**config.mk**
```make
export PLATFORM = sky130hd
export DESIGN_NAME = bcs_commutation
export DESIGN_NICKNAME = d
export VERILOG_FILES = /design/src/common/bcs_pkg.sv /design/src/hw/bcs_commutation.sv
export VERILOG_INCLUDE_DIRS = /design/src /design/src/common
export SDC_FILE = /design/constraint.sdc
export NUM_CORES = 2
export LEC_CHECK = 0
export BUFFER_PORTS_ARGS = -buffer_cell sky130_fd_sc_hd__buf_4
export CORE_ASPECT_RATIO = 0.9
export CORE_MARGIN = 2
export CORE_UTILIZATION = 60
export DETAILED_ROUTE_END_ITERATION = 8
export MAX_ROUTING_LAYER = met4
export PLACE_DENSITY_LB_ADDON = 0.25
export REMOVE_ABC_BUFFERS = 1
export SLEW_MARGIN = 30
export SYNTH_ARGS = -nofsm -noshare
export SYNTH_HDL_FRONTEND = slang
export SYNTH_SLANG_ARGS = --single-unit
```
**constraint.sdc**
```tcl
create_clock -name clk_sys -period 15.85 [get_ports clk_sys]
set_input_delay 0.7925 -clock clk_sys [delete_from_list [all_inputs] [get_ports clk_sys]]
set_output_delay 0.7925 -clock clk_sys [all_outputs]
set_load 0.02 [all_outputs]
```
**src/common/bcs_map.svh**
```systemverilog
// Contract
// - Hall CBA 101..100 map to states 0..5, each with one PWM, one low, one off phase
// - Commutation offset is added to the Hall-derived state before pattern selection
// - Phases switch at the configured PWM rate; sensorless step runs once per PWM period
// - Hardware over-current protection can be enabled or disabled
// - Over-current status clears after the configured millisecond time
// - A clear time of zero never clears over-current; only reset restores drive
// - Speed measurement is scaled by the configured pole pair count
// - Rated speed only normalises reported speed, never the phase drive
// - Sensorless position comes from back-EMF on the undriven phase while rotating
// - Sensorless startup runs ramp-up without rotation feedback, then normal operation
// - During ramp-up states advance on a timer regardless of back-EMF
// - Ramp-up starts with the initial step length, counted in PWM ticks
// - Ramp-up ends when the interval has reached the final step length
// - Each expiry of the acceleration delay shortens the interval by one tick
// - Ramp duration is (initial minus final) times acceleration over tick rate
// - After ramp-up, back-EMF position steers the phase pattern
// - Duty comes from speed, current, or both controllers as configured
// - With Hall A pickup selected, speed is measured from Hall A edges
`ifndef BCS_MAP_SVH
`define BCS_MAP_SVH
`define BCS_CLK_NS        10
`define BCS_MS_NS         1000000
`define BCS_OFF_CTRL      8'h00
`define BCS_OFF_OFFSET    8'h04
`define BCS_OFF_PWMDIV    8'h08
`define BCS_OFF_OCCLR     8'h0C
`define BCS_OFF_POLES     8'h10
`define BCS_OFF_RATED     8'h14
`define BCS_OFF_RINIT     8'h18
`define BCS_OFF_RFINAL    8'h1C
`define BCS_OFF_RACC      8'h20
`define BCS_OFF_STATUS    8'h24
`define BCS_OFF_PERIOD    8'h28
`define BCS_OFF_NORM      8'h2C
`define BCS_CTRL_EN       0
`define BCS_CTRL_SLESS    1
`define BCS_CTRL_OCP      2
`define BCS_CTRL_HALLA    3
`define BCS_CTRL_DSEL     5:4
`define BCS_DSEL_SPEED    2'h0
`define BCS_DSEL_CURR     2'h1
`define BCS_RST_CTRL      6'h04
`define BCS_RST_PWMDIV    16'h2710
`define BCS_RST_OCCLR     16'h0064
`define BCS_RST_POLES     8'h04
`define BCS_RST_RATED     16'h0BB8
`define BCS_RST_RINIT     16'h0064
`define BCS_RST_RFINAL    16'h0028
`define BCS_RST_RACC      16'h0064
`define BCS_ST_NONE       3'h7
`endif

```
**src/common/bcs_pkg.sv**
```systemverilog
package bcs_pkg;
  typedef struct packed {
    logic [2:0] hi;
    logic [2:0] lo;
  } bcs_phase_t;
  typedef enum logic [1:0] {
    BCS_IDLE,
    BCS_RAMP,
    BCS_RUN
  } bcs_mode_t;
endpackage

```
**src/hw/bcs_commutation.sv**
```systemverilog
// Local design decisions: the AHB-Lite register port and the register offsets.
`timescale 1ns/1ps
`default_nettype none
`include "bcs_map.svh"
module bcs_commutation #(
  parameter int unsigned CLK_PER_MS = `BCS_MS_NS / `BCS_CLK_NS
) (
  input  wire logic               clk_sys,
  input  wire logic               resetn,
  input  wire logic               hsel,
  input  wire logic [31:0]        haddr,
  input  wire logic [1:0]         htrans,
  input  wire logic               hwrite,
  input  wire logic [2:0]         hsize,
  input  wire logic [31:0]        hwdata,
  input  wire logic               hready,
  output var  logic               hreadyout,
  output var  logic [31:0]        hrdata,
  output var  logic               hresp,
  input  wire logic [2:0]         hall,
  input  wire logic [2:0]         bemf,
  input  wire logic               ocFault,
  input  wire logic [7:0]         spdDuty,
  input  wire logic [7:0]         curDuty,
  output var  bcs_pkg::bcs_phase_t phaseDrive,
  output var  logic [23:0]        speedPeriod,
  output var  logic [31:0]        speedNorm
);
  import bcs_pkg::*;

  logic [2:0]  hallS1;
  logic [2:0]  hallS2;
  logic [2:0]  bemfS1;
  logic [2:0]  bemfS2;
  logic        ocS1;
  logic        ocS2;
  logic        accept;
  logic        wrPend;
  logic [7:0]  wrAddr;
  logic [31:0] rdData;
  logic [5:0]  ctrlReg;
  logic [2:0]  offsetReg;
  logic [15:0] pwmDiv;
  logic [15:0] ocClrMs;
  logic [7:0]  polePairs;
  logic [15:0] ratedRpm;
  logic [15:0] rampInit;
  logic [15:0] rampFinal;
  logic [15:0] rampAcc;
  logic [15:0] pwmCnt;
  logic        tick;
  logic [7:0]  dutyNow;
  logic [23:0] dutyLim;
  logic        pwmOn;
  logic        ocActive;
  logic [31:0] msCnt;
  logic [15:0] msElapsed;
  bcs_mode_t   mode;
  logic [15:0] interval;
  logic [15:0] stepCnt;
  logic [15:0] accCnt;
  logic [2:0]  slState;
  logic [2:0]  bemfLast;
  logic [1:0]  floatIdx;
  logic        bemfEdge;
  logic [2:0]  hallState;
  logic [2:0]  actState;
  logic [2:0]  prevState;
  logic        hallAPrev;
  logic        pickup;
  logic [15:0] periodCnt;
  logic [15:0] elecPeriod;

  wire logic enable    = ctrlReg[`BCS_CTRL_EN];
  wire logic sensorless = ctrlReg[`BCS_CTRL_SLESS];
  wire logic ocpEnable = ctrlReg[`BCS_CTRL_OCP];
  wire logic useHallA  = ctrlReg[`BCS_CTRL_HALLA];

  function automatic logic [2:0] hallToState(input logic [2:0] h);
    unique case (h)
      3'b101:  hallToState = 3'h0;
      3'b001:  hallToState = 3'h1;
      3'b011:  hallToState = 3'h2;
      3'b010:  hallToState = 3'h3;
      3'b110:  hallToState = 3'h4;
      3'b100:  hallToState = 3'h5;
      default: hallToState = `BCS_ST_NONE;
    endcase
  endfunction

  function automatic logic [2:0] addMod6(input logic [2:0] s, input logic [2:0] off);
    addMod6 = 3'(({1'b0, s} + {1'b0, off}) % 4'h6);
  endfunction
  // Phase index 0 = A, 1 = B, 2 = C
  function automatic logic [1:0] commHi(input logic [2:0] s);
    unique case (s)
      3'h0, 3'h1: commHi = 2'h0;
      3'h2, 3'h3: commHi = 2'h1;
      default:    commHi = 2'h2;
    endcase
  endfunction

  function automatic logic [1:0] commLo(input logic [2:0] s);
    unique case (s)
      3'h0, 3'h5: commLo = 2'h1;
      3'h1, 3'h2: commLo = 2'h2;
      default:    commLo = 2'h0;
    endcase
  endfunction

  // Pins come from outside the clock domain
  always_ff @(posedge clk_sys or negedge resetn) begin
    if (!resetn) begin
      {ocS1, bemfS1, hallS1} <= 7'h00;
      {ocS2, bemfS2, hallS2} <= 7'h00;
    end else begin
      {ocS1, bemfS1, hallS1} <= {ocFault, bemf, hall};
      {ocS2, bemfS2, hallS2} <= {ocS1, bemfS1, hallS1};
    end
  end
  // AHB-Lite slave: zero wait states, always OKAY
  assign accept = hsel && htrans[1] && hready;

  always_comb begin
    unique case (haddr[7:0])
      `BCS_OFF_CTRL:   rdData = {26'h0, ctrlReg};
      `BCS_OFF_OFFSET: rdData = {29'h0, offsetReg};
      `BCS_OFF_PWMDIV: rdData = {16'h0, pwmDiv};
      `BCS_OFF_OCCLR:  rdData = {16'h0, ocClrMs};
      `BCS_OFF_POLES:  rdData = {24'h0, polePairs};
      `BCS_OFF_RATED:  rdData = {16'h0, ratedRpm};
      `BCS_OFF_RINIT:  rdData = {16'h0, rampInit};
      `BCS_OFF_RFINAL: rdData = {16'h0, rampFinal};
      `BCS_OFF_RACC:   rdData = {16'h0, rampAcc};
      `BCS_OFF_STATUS: rdData = {10'h0, interval, mode, ocActive, actState};
      `BCS_OFF_PERIOD: rdData = {8'h0, speedPeriod};
      `BCS_OFF_NORM:   rdData = speedNorm;
      default:         rdData = 32'h0;
    endcase
  end

  always_ff @(posedge clk_sys or negedge resetn) begin
    if (!resetn) begin
      wrPend    <= 1'b0;
      wrAddr    <= 8'h00;
      hrdata    <= 32'h0;
      hreadyout <= 1'b1;
      hresp     <= 1'b0;
    end else begin
      wrPend    <= accept && hwrite;
      hreadyout <= 1'b1;
      hresp     <= 1'b0;
      if (accept) begin
        wrAddr <= haddr[7:0];
      end
      // Read data is captured in the address phase, so it reflects state before a
      // write whose data phase overlaps it
      if (accept && !hwrite) begin
        hrdata <= rdData;
      end
    end
  end

  always_ff @(posedge clk_sys or negedge resetn) begin
    if (!resetn) begin
      ctrlReg   <= `BCS_RST_CTRL;
      offsetReg <= 3'h0;
      pwmDiv    <= `BCS_RST_PWMDIV;
      ocClrMs   <= `BCS_RST_OCCLR;
      polePairs <= `BCS_RST_POLES;
      ratedRpm  <= `BCS_RST_RATED;
      rampInit  <= `BCS_RST_RINIT;
      rampFinal <= `BCS_RST_RFINAL;
      rampAcc   <= `BCS_RST_RACC;
    end else if (wrPend) begin
      unique case (wrAddr)
        `BCS_OFF_CTRL:   ctrlReg   <= hwdata[5:0];
        `BCS_OFF_OFFSET: offsetReg <= hwdata[2:0];
        `BCS_OFF_PWMDIV: pwmDiv    <= hwdata[15:0];
        `BCS_OFF_OCCLR:  ocClrMs   <= hwdata[15:0];
        `BCS_OFF_POLES:  polePairs <= hwdata[7:0];
        `BCS_OFF_RATED:  ratedRpm  <= hwdata[15:0];
        `BCS_OFF_RINIT:  rampInit  <= hwdata[15:0];
        `BCS_OFF_RFINAL: rampFinal <= hwdata[15:0];
        `BCS_OFF_RACC:   rampAcc   <= hwdata[15:0];
        default: ;
      endcase
    end
  end

  // PWM carrier; its wrap is the commutation tick
  always_ff @(posedge clk_sys or negedge resetn) begin
    if (!resetn) begin
      pwmCnt <= 16'h0000;
      tick   <= 1'b0;
    end else if (pwmCnt >= pwmDiv - 16'h0001) begin
      pwmCnt <= 16'h0000;
      tick   <= 1'b1;
    end else begin
      pwmCnt <= pwmCnt + 16'h0001;
      tick   <= 1'b0;
    end
  end

  always_comb begin
    unique case (ctrlReg[`BCS_CTRL_DSEL])
      `BCS_DSEL_SPEED: dutyNow = spdDuty;
      `BCS_DSEL_CURR:  dutyNow = curDuty;
      default:         dutyNow = (spdDuty < curDuty) ? spdDuty : curDuty;
    endcase
  end

  assign dutyLim = {8'h00, pwmDiv} * {16'h0000, dutyNow};
  assign pwmOn   = {pwmCnt, 8'h00} < dutyLim;

  // A fault still present keeps restarting the clear timer
  always_ff @(posedge clk_sys or negedge resetn) begin
    if (!resetn) begin
      ocActive  <= 1'b0;
      msCnt     <= 32'h0;
      msElapsed <= 16'h0000;
    end else if (ocpEnable && ocS2) begin
      ocActive  <= 1'b1;
      msCnt     <= 32'h0;
      msElapsed <= 16'h0000;
    end else if (ocActive && ocClrMs != 16'h0000) begin
      if (msCnt >= 32'(CLK_PER_MS - 1)) begin
        msCnt <= 32'h0;
        if (msElapsed + 16'h0001 >= ocClrMs) begin
          ocActive  <= 1'b0;
          msElapsed <= 16'h0000;
        end else begin
          msElapsed <= msElapsed + 16'h0001;
        end
      end else begin
        msCnt <= msCnt + 32'h1;
      end
    end
  end

  // Sensorless startup; ramp-up time is (init - final) * acc PWM periods
  always_ff @(posedge clk_sys or negedge resetn) begin
    if (!resetn) begin
      mode     <= BCS_IDLE;
      interval <= `BCS_RST_RINIT;
      stepCnt  <= 16'h0000;
      accCnt   <= 16'h0000;
      slState  <= 3'h0;
    end else if (!enable || !sensorless || ocActive) begin
      mode <= BCS_IDLE;
    end else begin
      unique case (mode)
        BCS_IDLE: begin
          mode     <= BCS_RAMP;
          interval <= rampInit;
          stepCnt  <= 16'h0000;
          accCnt   <= 16'h0000;
          slState  <= 3'h0;
        end
        BCS_RAMP: begin
          if (tick) begin
            if (stepCnt + 16'h0001 >= interval) begin
              stepCnt <= 16'h0000;
              slState <= addMod6(slState, 3'h1);
            end else begin
              stepCnt <= stepCnt + 16'h0001;
            end
            if (accCnt + 16'h0001 >= rampAcc) begin
              accCnt <= 16'h0000;
              if (interval > rampFinal) begin
                interval <= interval - 16'h0001;
              end
            end else begin
              accCnt <= accCnt + 16'h0001;
            end
            if (interval <= rampFinal) begin
              mode <= BCS_RUN;
            end
          end
        end
        BCS_RUN: begin
          if (tick && bemfEdge) begin
            slState <= addMod6(slState, 3'h1);
          end
        end
      endcase
    end
  end

  // Comparators are judged once per PWM period, on the phase left floating
  assign floatIdx = 2'h3 - commHi(slState) - commLo(slState);
  assign bemfEdge = bemfS2[floatIdx] != bemfLast[floatIdx];

  always_ff @(posedge clk_sys or negedge resetn) begin
    if (!resetn) begin
      bemfLast <= 3'h0;
    end else if (tick) begin
      bemfLast <= bemfS2;
    end
  end

  assign hallState = (hallToState(hallS2) == `BCS_ST_NONE) ? `BCS_ST_NONE
                   : addMod6(hallToState(hallS2), offsetReg);
  assign actState  = sensorless ? ((mode == BCS_IDLE) ? `BCS_ST_NONE : slState)
                   : hallState;

  always_ff @(posedge clk_sys or negedge resetn) begin
    if (!resetn) begin
      phaseDrive <= '0;
    end else if (!enable || ocActive || actState == `BCS_ST_NONE) begin
      phaseDrive <= '0;
    end else begin
      phaseDrive.hi <= pwmOn ? (3'h1 << commHi(actState)) : 3'h0;
      phaseDrive.lo <= 3'h1 << commLo(actState);
    end
  end

  // Speed pickup: ticks per electrical turn
  assign pickup = useHallA ? (hallS2[0] && !hallAPrev)
                : (actState == 3'h0 && prevState != 3'h0);

  always_ff @(posedge clk_sys or negedge resetn) begin
    if (!resetn) begin
      hallAPrev  <= 1'b0;
      prevState  <= `BCS_ST_NONE;
      periodCnt  <= 16'h0000;
      elecPeriod <= 16'h0000;
    end else begin
      hallAPrev <= hallS2[0];
      prevState <= actState;
      if (pickup) begin
        elecPeriod <= periodCnt;
        periodCnt  <= 16'h0000;
      end else if (tick && periodCnt != 16'hFFFF) begin
        periodCnt <= periodCnt + 16'h0001;
      end
    end
  end

  // Rated speed only scales the reported figure, never the drive
  always_ff @(posedge clk_sys or negedge resetn) begin
    if (!resetn) begin
      speedPeriod <= 24'h0;
      speedNorm   <= 32'h0;
    end else begin
      speedPeriod <= {8'h00, elecPeriod} * {16'h0000, polePairs};
      speedNorm   <= 32'(({16'h0000, speedPeriod} * {24'h0, ratedRpm}) >> 8);
    end
  end

  logic [15:0] sinceTick;
  logic        seenTick;
  always_ff @(posedge clk_sys or negedge resetn) begin
    if (!resetn) begin
      sinceTick <= 16'h0000;
      seenTick  <= 1'b0;
    end else begin
      sinceTick <= tick ? 16'h0001 : sinceTick + 16'h0001;
      seenTick  <= seenTick || tick;
    end
  end
endmodule
`default_nettype wire

```
==> flow_summary_export.csv <==
group,metric,value,unit
clocking,clk_latency,0.61,ns
placed_design,io_buffer_count,146,
floorplanning,core_area,64300,um^2
detailed_routing,wire_per_inst,21.0,um
floorplanning,dieWidth,273,um
synth,synth.avg_cell_area,9.42,um^2
clocking,ctsHoldBuffers,0,
finish,area_delta_synth_final,8.90,%
clocking,h-tree-depth,2,
critical_path,crit_arrival,9.52,ns
synth,ys_ff_latch,388,
detailed_routing,drc,0,
sta,finalSetupViolCount,0,
synth,async_flop_share,1.00,
sta,final.setup_skew,0.0254,ns
global_routing,grt_start_max_net_pins,92,
clocking,root_buffer,"clkbuf_16",
synth,ys.flop_type,"dfrtp_1",
floorplanning,rows,88,
global_routing,grt_pass1_vias,30900,
status,outcome,"finished clean",
clocking,clkSlewWorstSetupHoldPaths,0.06,ns
clocking,postCtsSetupBuffers,0,
floorplanning,pin_count,193,
placed_design,dpl_cell_area,41100,um^2
sta,hold_viol,0,
detailed_routing,vias,30500,
global_routing,grtUsageTotal,0.340,
synth,synth_area_leaders,"fa_1 (24%), dfrtp_1 (23%), ha_1 (10%)",
sta,worstMarginPinSlew,1.10,ns
critical_path,path_class,"in2reg",
clocking,cts_buffers,44,
clocking,cts_resized,0,
placed_design,hpwl,78.5,mm
synth,synth_edf_count,0,
clocking,clockBufferDepth,3,
detailed_routing,dr.pass1.iters,7,
finish,postLayoutCellArea,42700,um^2
run,cap_viol_max_count,0,
clocking,cts.sinks,388,
synth,yosys.cell_types.count,85,
sta,rsz0062_at_grt,"no",
worst_hold_path,hp-class,"in2async",
synth,synth_area,39200,um^2
critical_path,cpMaxStageDelayCell,"fa_1",
finish,nets,5111,
power,max-vdd-ir-drop,0.000252,V
synth,synth_top_area_cell,"fa_1",
synth,ys_warn_count,0,
power,p_leak,0.0219,uW
detailed_routing,vias_per_cell,5.97,
clocking,cts_tree,"built",
global_routing,overflow,0,
finish,fillerInstances,5163,
floorplanning,initial_core_util,0.609,
critical_path,reg2reg_depth,28,
critical_path,startpoint_type,"input pin",
global_routing,antenna_found_initial,5,
global_routing,grt_pass1_wl,172,mm
critical_path,cp_slowest_stage_delay,0.57,ns
critical_path,cp_top_family,"compound AO/OA/AOI/OAI gates",
placed_design,gp_congestion,1.02,
finish,drive_above_1_share,0.106,
sta,fin_crit,9.04,ns
power,p_total,6140,uW
floorplanning,fp.dieH,246,um
critical_path,end_kind,"flop",
sta,setup_tns,0,ns
synth,seq_area_frac_synth,0.249,
sta,timing_max_transition_violations_final,0,
synth,synth_cells,4161,
power,power_density,144,nW/um^2
sta,post-route-period-util,0.570,
sta,slew_headroom,0.267,
detailed_routing,routed_wl,107,mm
critical_path,crit_top_cell,"a21o_1",
sta,max_freq,111,MHz
synth,yosysTopAreaCellShare,0.242,
detailed_routing,drt.antenna.violating_nets,0,
detailed_routing,drt_iter0_drc,3134,
synth,synth_common_cells,"nand2_1 (598), inv_1 (597), fa_1 (474)",
critical_path,worstPathMaxFanout,16,
synth,yosysMostFrequentCell,"nand2_1",
critical_path,cp.depth,35,
floorplanning,dieArea,67400,um^2
critical_path,required,16.33,ns
critical_path,path_buf_inv,4,
worst reg2reg max path, delay by kind of cell, from the launching register on:
family          cells  cell delay [ns]
xor+xnor            1             0.12
buf+inv             3             0.25
simple gates        5             0.83
fa+ha+maj           6             2.80
compound gates     12             2.96
flops               1             0.55
mux                 1             0.44
per-stage QoR:
step | util | worst slack, ns | hold WS [ns] | instances
floorplan | - | 7.46 | 0.331 | 3976
global placement | 0.638 | 6.26 | 0.333 | 5027
detailed placement | 0.639 | 6.24 | 0.335 | 5029
CTS | 0.663 | 6.83 | 0.208 | 5111
global route | 0.663 | 6.41 | 0.237 | 5114
finish | 0.663 | 6.81 | 0.198 | 5114
registers in the layout, indices dropped and copies added (netlist names), 24 cells and up:
signal,flops
hrdata,32
msCnt,32
speedNorm,32
speedPeriod,24
worst paths after layout:
path,startpoint,to,slack [ns]
worst max-delay path,spdDuty[0],phaseDrive[3],6.81
worst min-delay path,resetn,msCnt[23],0.20
worst max register to register,ctrlReg[5],phaseDrive[3],7.80
worst min register to register,ocS1,ocS2,0.35
max in group asynchronous,resetn,speedPeriod[7],12.18
min in group clk_sys,hall[1],hallS1[1],0.29
cell usage in the layout (no fill, tap or decap), types with 9 or more instances in the layout:
| cell | Yosys | layout |
|---|---|---|
| a211oi_1 | 10 | 10 |
| a21o_1 | 46 | 46 |
| a21oi_1 | 109 | 108 |
| a221oi_1 | 24 | 24 |
| a222oi_1 | 11 | 11 |
| a22o_1 | 19 | 19 |
| a22oi_1 | 38 | 38 |
| a31oi_1 | 21 | 21 |
| and2_1 | 262 | 262 |
| and3_1 | 43 | 43 |
| buf_4 | 4 | 195 |
| clkbuf_1 | 163 | 12 |
| clkbuf_16 | 0 | 44 |
| dfrtp_1 | 357 | 356 |
| dfstp_2 | 31 | 31 |
| fa_1 | 474 | 474 |
| ha_1 | 320 | 320 |
| inv_1 | 597 | 597 |
| mux2_1 | 13 | 13 |
| mux2_2 | 112 | 112 |
| nand2_1 | 598 | 598 |
| nand2b_1 | 31 | 30 |
| nand3_1 | 84 | 83 |
| nand4_1 | 23 | 23 |
| nor2_1 | 188 | 183 |
| nor2b_1 | 39 | 39 |
| nor3_1 | 43 | 42 |
| nor4_1 | 23 | 23 |
| o21a_1 | 20 | 20 |
| o21ai_0 | 141 | 141 |
| o22ai_1 | 9 | 9 |
| xnor2_1 | 85 | 85 |
| xor2_1 | 80 | 80 |
per-layer routing:
layer  track usage  up-vias  wire [um]
met5             -        -          0
met4         0.109        0       3730
met3        0.0714      271      11400
met2         0.507     1436      47700
met1         0.467    15300      44400
li1              -    13500          -
final cells by class:
type | instances | area [um^2] | share of cell area
antenna | 3 | 7.51 | 0.000176
clock buffer | 64 | 1260 | 0.0294
clock inverter | 18 | 318 | 0.00745
inverter | 599 | 2250 | 0.0527
multi-input combinational | 2989 | 26500 | 0.621
sequential | 388 | 9750 | 0.229
tap | 855 | 1070 | 0.0251
timing repair buffer | 198 | 1510 | 0.0354
power breakdown:
| part | total [uW] | internal [uW] | switching (uW) |
|---|---|---|---|
| Clock | 1120 | 657 | 460 |
| Combinational | 3640 | 1540 | 2110 |
| Sequential | 1380 | 1140 | 241 |
| Total | 6140 | 3330 | 2810 |
cells by family (layout without fill, tap and decap cells):
group / count (synthesis) / count (layout) / share of synthesized area
AND/OR/NAND/NOR: 1372 / 1372 / 0.166
adder cells (fa/ha/maj): 794 / 794 / 0.344
buffers and inverters: 784 / 879 / 0.0760
AO/OA/AOI/OAI: 516 / 516 / 0.0868
flip-flops: 388 / 388 / 0.249
XOR/XNOR: 165 / 165 / 0.0369
multiplexers: 140 / 140 / 0.0407
other: 2 / 5 / 0.000192
Power figures use the tool's default switching activity.
